**src/pkg/node_err_defines.svh**
```systemverilog
/*
  Offsets, field positions, reset values and timing counts of the bus node reset and ECC error log block.
  Assumes a 32-bit register port with byte offsets.
*/
`ifndef NODE_ERR_DEFINES_SVH
`define NODE_ERR_DEFINES_SVH

// ==========================================================================
// Register offsets
`define OFF_NODE_CONTROL   8'h00
`define OFF_BUS_CONFIG     8'h04
`define OFF_BUS_ERROR      8'h08
`define OFF_SYNDROME_0     8'h10
`define OFF_SYNDROME_3     8'h1C
`define OFF_CMD_LOW        8'h20
`define OFF_CMD_HIGH       8'h24

// ==========================================================================
// Field positions
`define NC_NODE_RESET      0
`define NC_SELFTEST_FAILED 1
`define NC_SELFTEST_DONE   2
`define NC_BAD_SEEN        3
`define CFG_CE_REPORT      0
`define BE_UNCORRECTABLE   0
`define BE_CORRECTABLE     1
`define BE_ERR_SEEN        2
`define CH_CNF             8
`define CH_SHARED          9
`define CH_DIRTY           10
`define CH_CYCLE_LSB       12

// ==========================================================================
// Reset values and timing counts
`define BUS_CONFIG_RESET   1'b0
`define ARB_HOLDOFF_CYCLES 5'h10
`define NODE_RESET_CYCLES  5'h10

`endif

```
**src/pkg/node_err_pkg.sv**
```systemverilog
/*
  Types of the bus node reset and ECC error log block: monitored bus cycles and self-test states.
  Assumes the bus decoder delivers one command or data cycle per clock.
*/
package node_err_pkg;

  // ========================================================================
  // Command cycle as seen on the bus
  typedef struct packed {
    logic        valid;
    logic        parity_err;
    logic        memory;
    logic [38:0] data;
    logic        confirm_line;
    logic        shared;
    logic        dirty;
  } bus_cmd_type;

  // ========================================================================
  // Memory data cycle with the ECC checker verdict
  typedef struct packed {
    logic            valid;
    logic            correctable;
    logic            uncorrectable;
    logic [3:0][6:0] syndrome;
  } bus_data_type;

  // ========================================================================
  // Self-test progress
  typedef enum logic [2:0] {
    ST_RUN  = 3'b001,
    ST_PASS = 3'b010,
    ST_FAIL = 3'b100
  } selftest_state_type;

endpackage

```
**src/hw/node_err_log.sv**
```systemverilog
/*
  Bus node reset handling and memory-data ECC error log, on the bus clock.
  Assumes a same-clock bus decoder and ECC checker feed bus_cmd and bus_data,
  and a same-clock self-test engine answers selftest_start.
*/
`include "node_err_defines.svh"
`timescale 1ns/1ps
`default_nettype none

module node_err_log
(
  // Clock and reset
  input  wire logic                        clk_sys,
  input  wire logic                        reset_n,
  // Bus pins
  input  wire logic                        bus_reset_in_n,
  input  wire logic                        bus_err_in,
  input  wire logic                        bad_line_in,
  output logic                             bus_err_out,
  output logic                             bad_out,
  output logic                             selftest_led,
  // Arbitration
  input  wire logic                        arb_want,
  output logic                             arb_request,
  // Monitored bus cycles
  input  wire node_err_pkg::bus_cmd_type   bus_cmd,
  input  wire node_err_pkg::bus_data_type  bus_data,
  // Self-test engine and strap
  input  wire logic                        io_port_node,
  input  wire logic                        selftest_done,
  input  wire logic                        selftest_pass,
  output logic                             selftest_start,
  output logic                             node_in_reset,
  // Register port
  input  wire logic [7:0]                  reg_addr,
  input  wire logic [31:0]                 reg_wdata,
  input  wire logic                        reg_write,
  input  wire logic                        reg_read,
  output logic [31:0]                      reg_rdata
);
  import node_err_pkg::*;

  // ========================================================================
  // Declarations
  logic [1:0]          bus_reset_sync_reg;
  logic [1:0]          err_sync_reg;
  logic [1:0]          bad_sync_reg;
  logic                logic_reset;
  logic [4:0]          node_reset_cnt_reg;
  logic [4:0]          holdoff_cnt_reg;
  logic                io_port_reg;
  selftest_state_type  st_state_reg;
  selftest_state_type  st_state_next;
  logic                ce_report_reg;
  logic                ce_flag_reg;
  logic                uce_flag_reg;
  logic                err_seen_reg;
  logic                txn_active_reg;
  logic [1:0]          cycle_idx_reg;
  logic [38:0]         cmd_hold_reg;
  logic [2:0]          status_hold_reg;
  logic [3:0][6:0]     syndrome_reg;
  logic [38:0]         cmd_cap_reg;
  logic [2:0]          status_cap_reg;
  logic [1:0]          cycle_cap_reg;
  logic                uce_event;
  logic                ce_event;
  logic                report_event;
  logic                node_reset_req;
  logic                clear_uce;
  logic                clear_ce;

  // Register offset match shared by read and write decode
  function automatic logic hit(input logic [7:0] addr, input logic [7:0] offset);
    hit = (addr == offset);
  endfunction

  // ========================================================================
  // Pin synchronisers, two flops before any logic looks at a pin
  always_ff @(posedge clk_sys or negedge reset_n)
  begin
    if (!reset_n)
    begin
      bus_reset_sync_reg <= 2'h3;
      err_sync_reg       <= 2'h0;
      bad_sync_reg       <= 2'h0;
    end
    else
    begin
      bus_reset_sync_reg <= {bus_reset_sync_reg[0], ~bus_reset_in_n};
      err_sync_reg       <= {err_sync_reg[0], bus_err_in};
      bad_sync_reg       <= {bad_sync_reg[0], bad_line_in};
    end
  end

  // Bus reset and node reset share one internal reset path
  assign logic_reset = bus_reset_sync_reg[1] | (node_reset_cnt_reg != 5'h00);

  // ========================================================================
  // Node reset: bit write starts a timed local reset
  assign node_reset_req = reg_write && hit(reg_addr, `OFF_NODE_CONTROL) && reg_wdata[`NC_NODE_RESET];

  always_ff @(posedge clk_sys or negedge reset_n)
  begin
    if (!reset_n)
      node_reset_cnt_reg <= 5'h00;
    else if (node_reset_req && node_reset_cnt_reg == 5'h00)
      node_reset_cnt_reg <= `NODE_RESET_CYCLES;
    else if (node_reset_cnt_reg != 5'h00)
      node_reset_cnt_reg <= node_reset_cnt_reg - 5'h01;
  end

  // Busy flag lets the requester side know accesses are not served
  always_ff @(posedge clk_sys or negedge reset_n)
  begin
    if (!reset_n)
      node_in_reset <= 1'b1;
    else
      node_in_reset <= logic_reset;
  end

  // Strap is caught while the internal reset is held, not by the async reset
  always_ff @(posedge clk_sys or negedge reset_n)
  begin
    if (!reset_n)
      io_port_reg <= 1'b0;
    else if (logic_reset)
      io_port_reg <= io_port_node;
  end

  // ========================================================================
  // Arbitration hold-off after reset and after a seen error strobe
  always_ff @(posedge clk_sys or negedge reset_n)
  begin
    if (!reset_n)
      holdoff_cnt_reg <= `ARB_HOLDOFF_CYCLES;
    else if (logic_reset)
      holdoff_cnt_reg <= `ARB_HOLDOFF_CYCLES;
    else if (err_sync_reg[1])
      holdoff_cnt_reg <= `ARB_HOLDOFF_CYCLES;
    else if (holdoff_cnt_reg != 5'h00)
      holdoff_cnt_reg <= holdoff_cnt_reg - 5'h01;
  end

  // Request only leaves once the hold-off has run out
  always_ff @(posedge clk_sys or negedge reset_n)
  begin
    if (!reset_n)
      arb_request <= 1'b0;
    else
      arb_request <= arb_want && !logic_reset && holdoff_cnt_reg == 5'h00 && !err_sync_reg[1];
  end

  // ========================================================================
  // Self-test sequence, restarted by every reset
  always_comb
  begin
    st_state_next = st_state_reg;
    case (st_state_reg)
      ST_RUN:
        if (selftest_done)
          st_state_next = selftest_pass ? ST_PASS : ST_FAIL;
      ST_PASS: st_state_next = ST_PASS;
      ST_FAIL: st_state_next = ST_FAIL;
      default: st_state_next = ST_RUN;
    endcase
  end

  always_ff @(posedge clk_sys or negedge reset_n)
  begin
    if (!reset_n)
      st_state_reg <= ST_RUN;
    else if (logic_reset)
      st_state_reg <= ST_RUN;
    else
      st_state_reg <= st_state_next;
  end

  // Start pulse on the first cycle out of reset
  always_ff @(posedge clk_sys or negedge reset_n)
  begin
    if (!reset_n)
      selftest_start <= 1'b0;
    else
      selftest_start <= node_in_reset && !logic_reset;
  end

  // Incomplete line stays driven on failure too; the I/O port node drives it only in the async reset and until its strap is latched
  // Latched strap used, so a strap that moves outside reset cannot glitch the line
  always_ff @(posedge clk_sys or negedge reset_n)
  begin
    if (!reset_n)
    begin
      bad_out      <= 1'b1;
      selftest_led <= 1'b0;
    end
    else
    begin
      bad_out      <= !io_port_reg && (logic_reset || st_state_next != ST_PASS);
      selftest_led <= !(!io_port_reg && (logic_reset || st_state_next != ST_PASS));
    end
  end

  // ========================================================================
  // Transaction tracking: index data cycles, drop parity-failed commands
  always_ff @(posedge clk_sys or negedge reset_n)
  begin
    if (!reset_n)
    begin
      txn_active_reg  <= 1'b0;
      cycle_idx_reg   <= 2'h0;
      cmd_hold_reg    <= 39'h0;
      status_hold_reg <= 3'h0;
    end
    else if (logic_reset)
    begin
      txn_active_reg <= 1'b0;
      cycle_idx_reg  <= 2'h0;
    end
    else if (bus_cmd.valid)
    begin
      txn_active_reg  <= bus_cmd.memory && !bus_cmd.parity_err;
      cycle_idx_reg   <= 2'h0;
      cmd_hold_reg    <= bus_cmd.data;
      status_hold_reg <= {bus_cmd.dirty, bus_cmd.shared, bus_cmd.confirm_line};
    end
    else if (bus_data.valid && txn_active_reg)
    begin
      // Errors do not end the transaction; it runs through all four cycles
      cycle_idx_reg  <= cycle_idx_reg + 2'h1;
      txn_active_reg <= cycle_idx_reg != 2'h3;
    end
  end

  // ECC verdicts count only inside a live memory transaction
  assign uce_event    = !logic_reset && bus_data.valid && txn_active_reg && bus_data.uncorrectable;
  assign ce_event     = !logic_reset && bus_data.valid && txn_active_reg && !bus_data.uncorrectable
                        && bus_data.correctable && ce_report_reg;
  assign report_event = uce_event || ce_event;

  // ========================================================================
  // Error strobe: one cycle after a report, or on node reset
  always_ff @(posedge clk_sys or negedge reset_n)
  begin
    if (!reset_n)
      bus_err_out <= 1'b0;
    else
      bus_err_out <= report_event || (node_reset_req && node_reset_cnt_reg == 5'h00);
  end

  // ========================================================================
  // Capture registers, locked while either flag is held
  always_ff @(posedge clk_sys or negedge reset_n)
  begin
    if (!reset_n)
    begin
      syndrome_reg   <= '0;
      cmd_cap_reg    <= 39'h0;
      status_cap_reg <= 3'h0;
      cycle_cap_reg  <= 2'h0;
    end
    else if (report_event && !ce_flag_reg && !uce_flag_reg)
    begin
      syndrome_reg   <= bus_data.syndrome;
      cmd_cap_reg    <= cmd_hold_reg;
      status_cap_reg <= status_hold_reg;
      cycle_cap_reg  <= cycle_idx_reg;
    end
  end

  // ========================================================================
  // Flags: write one to clear, a new event wins over a clear in the same cycle
  assign clear_uce = reg_write && hit(reg_addr, `OFF_BUS_ERROR) && reg_wdata[`BE_UNCORRECTABLE];
  assign clear_ce  = reg_write && hit(reg_addr, `OFF_BUS_ERROR) && reg_wdata[`BE_CORRECTABLE];

  always_ff @(posedge clk_sys or negedge reset_n)
  begin
    if (!reset_n)
    begin
      uce_flag_reg <= 1'b0;
      ce_flag_reg  <= 1'b0;
      err_seen_reg <= 1'b0;
    end
    else if (logic_reset)
    begin
      uce_flag_reg <= 1'b0;
      ce_flag_reg  <= 1'b0;
      err_seen_reg <= 1'b0;
    end
    else
    begin
      uce_flag_reg <= uce_event || (uce_flag_reg && !clear_uce);
      ce_flag_reg  <= ce_event || (ce_flag_reg && !clear_ce);
      err_seen_reg <= err_sync_reg[1] || (err_seen_reg && !(reg_write && hit(reg_addr, `OFF_BUS_ERROR)
                      && reg_wdata[`BE_ERR_SEEN]));
    end
  end

  // Correctable reporting enable
  always_ff @(posedge clk_sys or negedge reset_n)
  begin
    if (!reset_n)
      ce_report_reg <= `BUS_CONFIG_RESET;
    else if (logic_reset)
      ce_report_reg <= `BUS_CONFIG_RESET;
    else if (reg_write && hit(reg_addr, `OFF_BUS_CONFIG))
      ce_report_reg <= reg_wdata[`CFG_CE_REPORT];
  end

  // ========================================================================
  // Read data, one cycle after the strobe; silent while in reset
  always_ff @(posedge clk_sys or negedge reset_n)
  begin
    if (!reset_n)
      reg_rdata <= 32'h0000_0000;
    else if (!reg_read || logic_reset)
      reg_rdata <= 32'h0000_0000;
    else if (hit(reg_addr, `OFF_NODE_CONTROL))
    begin
      reg_rdata                      <= 32'h0000_0000;
      reg_rdata[`NC_SELFTEST_FAILED] <= st_state_reg == ST_FAIL;
      reg_rdata[`NC_SELFTEST_DONE]   <= st_state_reg != ST_RUN;
      reg_rdata[`NC_BAD_SEEN]        <= bad_sync_reg[1];
    end
    else if (hit(reg_addr, `OFF_BUS_CONFIG))
      reg_rdata <= {31'h0, ce_report_reg};
    else if (hit(reg_addr, `OFF_BUS_ERROR))
      reg_rdata <= {29'h0, err_seen_reg, ce_flag_reg, uce_flag_reg};
    else if (reg_addr >= `OFF_SYNDROME_0 && reg_addr <= `OFF_SYNDROME_3 && reg_addr[1:0] == 2'h0)
      reg_rdata <= {25'h0, syndrome_reg[reg_addr[3:2]]};
    else if (hit(reg_addr, `OFF_CMD_LOW))
      reg_rdata <= cmd_cap_reg[31:0];
    else if (hit(reg_addr, `OFF_CMD_HIGH))
    begin
      reg_rdata                                       <= 32'h0000_0000;
      reg_rdata[6:0]                                  <= cmd_cap_reg[38:32];
      reg_rdata[`CH_DIRTY:`CH_CNF]                    <= {status_cap_reg[2], status_cap_reg[1], status_cap_reg[0]};
      reg_rdata[`CH_CYCLE_LSB+1:`CH_CYCLE_LSB]        <= cycle_cap_reg;
    end
    else
      reg_rdata <= 32'h0000_0000;
  end

endmodule

`default_nettype wire

```
**config.mk**
```make
export PLATFORM = sky130hd
export DESIGN_NAME = node_err_log
export DESIGN_NICKNAME = d
export VERILOG_FILES = /design/src/pkg/node_err_pkg.sv /design/src/hw/node_err_log.sv
export VERILOG_INCLUDE_DIRS = /design/src /design/src/pkg
export SDC_FILE = /design/constraint.sdc
export NUM_CORES = 1
export LEC_CHECK = 0
export ABC_AREA = 1
export BUFFER_PORTS_ARGS = -buffer_cell sky130_fd_sc_hd__buf_2
export CORE_MARGIN = 5
export CORE_UTILIZATION = 45
export CTS_CLUSTER_DIAMETER = 120
export DETAILED_ROUTE_END_ITERATION = 8
export HOLD_SLACK_MARGIN = 0.08
export PLACE_DENSITY = 0.64
export SYNTH_ARGS = -nofsm -noshare
export SYNTH_HDL_FRONTEND = slang
export SYNTH_SLANG_ARGS = --single-unit
export TNS_END_PERCENT = 30
```
**constraint.sdc**
```tcl
create_clock -name clk_sys -period 2 [get_ports clk_sys]
set_input_delay 0.3 -clock clk_sys [delete_from_list [all_inputs] [get_ports clk_sys]]
set_output_delay 0.3 -clock clk_sys [all_outputs]
set_load 0.01 [all_outputs]
```
==> metrics.md <==
| Metric | Value |
|---|---|
| Initial DRC Count | `349` |
| Worst r2r src | `node_reset_cnt_reg[1]` |
| Max Fclk | `540 MHz` |
| Die Ht | `138 microns` |
| Reg2reg end | `syndrome_reg[18]` |
| Crit path launch type | `register` |
| Clock-pin transition on the worst setup and hold timing paths | `70 ps` |
| Share of layout cells above drive strength 1 | `0.211` |
| Inst Count DP | `1,148` |
| Post-synth top cells | `nand2_1, dfrtp_1, inv_1, nor2_1, nand3_1` |
| Post-synth ARST share | `1.00` |
| Die Wd | `138 microns` |
| Total track usage | `0.184` |
| CTS tree | `done` |
| Slew headroom | `0.716` |
| Final setup violation count | `0` |
| Max-cap violations | `0` |
| Yosys top cell area share | `0.592` |
| Area leader, netlist | `dfrtp_1` |
| GPL Wtd Cong | `0.833` |
| Mapped Nets | `942` |
| Slew at the pin closest to its max-slew limit | `426 ps` |
| Worst-Skew Late Latency | `430 ps` |
| Fin. Hold Viols | `0` |
| DRT Wirelength | `17,000 microns` |
| PortBufs | `135` |
| HPWL Detailed | `11,500 microns` |
| # DRC | `0` |
| Die area | `18,900 sq um` |
| Largest net degree at the start of global routing | `88` |
| First-pass GRT wire length | `26,900 microns` |
| FP Rows | `46` |
| R2R depth | `10` |
| Hold Path Origin | `bus_data[8]` |
| Count leader, synth | `nand2_1` |
| Reg2Reg Setup Slack | `150 ps` |
| Hold Crit Endpoint | `syndrome_reg[8]` |
| Synth warn | `0` |
| Routed Antenna Nets | `0` |
| Routed len/inst | `14.3 microns` |
| Area grow syn2layout | `23.5%` |
| Ports | `165` |
| Clock Tree Buf Depth | `2` |
| Detailed Routing Iterations Pass 1 | `5` |
| Critical Path AT | `2150 ps` |
| Crit Path Class | `register to register` |
| Vias in the first global route | `5,395` |
| Most used DFF post-synth | `dfrtp_1` |
| Power Density | `992 nW/um^2` |
| Worst Path Required | `2300 ps` |
| Post-synthesis sequential area ratio | `0.613` |
| Syn_area_per_cell | `9.03 sq um` |
| Worst slack at placement | `128 ps` |
| Number of synthesized flops with an enable pin | `0` |
| FILL cells | `1,473` |
| Post-route insts no fill | `1,187` |
| CTS Buf Count | `17` |
| GRT Residual Overflow | `0` |
| HP Class | `primary input to register` |
| Mapped Cells | `810` |
| Tmin final | `1850 ps` |
| Unique masters post-synth | `32` |
| Vias/cell | `4.75` |
| Tcrit/Tclk final | `0.926` |
| Initial Utilization | `0.459` |
| Ant. Diodes | `0` |
| Hold depth | `3` |
| Final nets | `1,090` |
| Worst setup EP type | `register` |
| Initial antenna violation count | `2` |
| Skew final | `19.4 ps` |
| Leak | `4.80 nW` |
| Post-Synthesis Cell Area | `7320 sq um` |
| Synth top area cells | `dfrtp_1, nand2_1, inv_1, nor2_1, nand3_1` |
| Peak supply drop | `597 uV` |
| Final worst setup slack | `148 ps` |
| Post-synthesis register bit count | `179` |
| # clock sinks | `179` |
| Root buf cell | `clkbuf_16` |
| RSZ-0062 raised after global routing | `yes` |
| Outcome | `completed` |
| Max-slew violations | `0` |
| Core area | `15,900 sq um` |
| Via count | `5,644` |
| H-Tree Depth | `4` |
| CP max FO | `28` |
-- report_power, final --
group,internal (mW),switching (mW)
Combinational,0.446,0.669
Sequential,4.17,0.186
Clock,2.00,1.49
Total,6.62,2.34
-- final cells by class --
type                    count  area, sq um  area share
clock buffers              17          425      0.0471
clock inverters            15          195      0.0216
flip-flops and latches    179         4490       0.497
inverters                 112          420      0.0465
well taps                 216          270      0.0299
repair buffers            162          990       0.110
multi-input cells         486         2250       0.249
-- critical path, cell delays in order (launching register included) --
cell and delay, ps:
dfrtp_1 380, inv_1 100, ha_2 200, nand3_4 130, nor2_8 140, nand2_2 90
a21oi_4 170, nand2_4 110, buf_4 250, nand2_1 90, nand2_1 60
-- cells by family after synthesis --
kind of cell | Yosys count | share of synthesized area
buffers and inverters | 145 | 0.0821
and+or+nand+nor | 342 | 0.192
adders and majority gates | 5 | 0.00855
AOI/OAI and AO/OA | 137 | 0.101
xor gates and xnor gates | 2 | 0.00239
DFF | 179 | 0.613
-- routing by layer --
layer	global-route usage	wire (microns)	vias to the layer above
li1	-	-	2838
met1	0.251	7660	2637
met2	0.284	8030	144
met3	0.0548	1050	21
met4	0.0571	242	4
met5	0	14	-
-- worst max-delay path by stage --
stage                          startpoint          endpoint  slack (ps)  depth (start not counted)
floorplan           node_reset_cnt_reg[0]   cmd_cap_reg[33]         260                         11
global placement    node_reset_cnt_reg[0]   cmd_cap_reg[18]         180                         10
detailed placement  node_reset_cnt_reg[0]   cmd_cap_reg[20]         130                         10
CTS                 node_reset_cnt_reg[1]    cmd_cap_reg[6]         100                         10
global route        node_reset_cnt_reg[1]  syndrome_reg[25]          -9                         10
finish              node_reset_cnt_reg[1]  syndrome_reg[18]         150                         10
-- repair_timing --
item	CTS	global route
endpoints found under the setup margin	0	53
gates resized for setup	0	3
hold buffers	6	0
endpoints found under the hold margin	48	0
setup buffers	0	0
-- cells in the final DEF, fill, tap and decap left out, types with 2 or more instances in the layout --
master,count
a31oi_1,3
dlygate4sd3_1,6
inv_6,5
xor2_1,2
dfrtp_1,173
dfstp_2,6
nor2_2,2
o21ai_0,38
o22ai_1,9
nor3_1,7
nand2_2,2
inv_1,112
bufinv_16,3
o21bai_1,3
clkinv_4,4
o21ai_1,18
a21oi_1,58
buf_12,4
ha_1,4
buf_2,134
nand2_1,173
nor2_1,92
buf_4,15
clkbuf_16,18
nand3_1,60
clkinvlp_4,2
o21ai_2,2
-- stage by stage --
step                      hold slack (ps)  instance area [sq um]  utilization  setup TNS [ps]  power, mW
after floorplan                      4.41                   7320            -               0       5.12
after global placement                282                   8310        0.521               0       5.47
after detailed placement              275                   8310        0.521               0       5.53
after CTS                            86.6                   8990        0.564               0       9.07
after global routing                 95.5                   9040        0.567           -23.8       9.48
final                                 107                   9040        0.567               0       8.97
No activity file was read; power rests on OpenSTA's default activity.
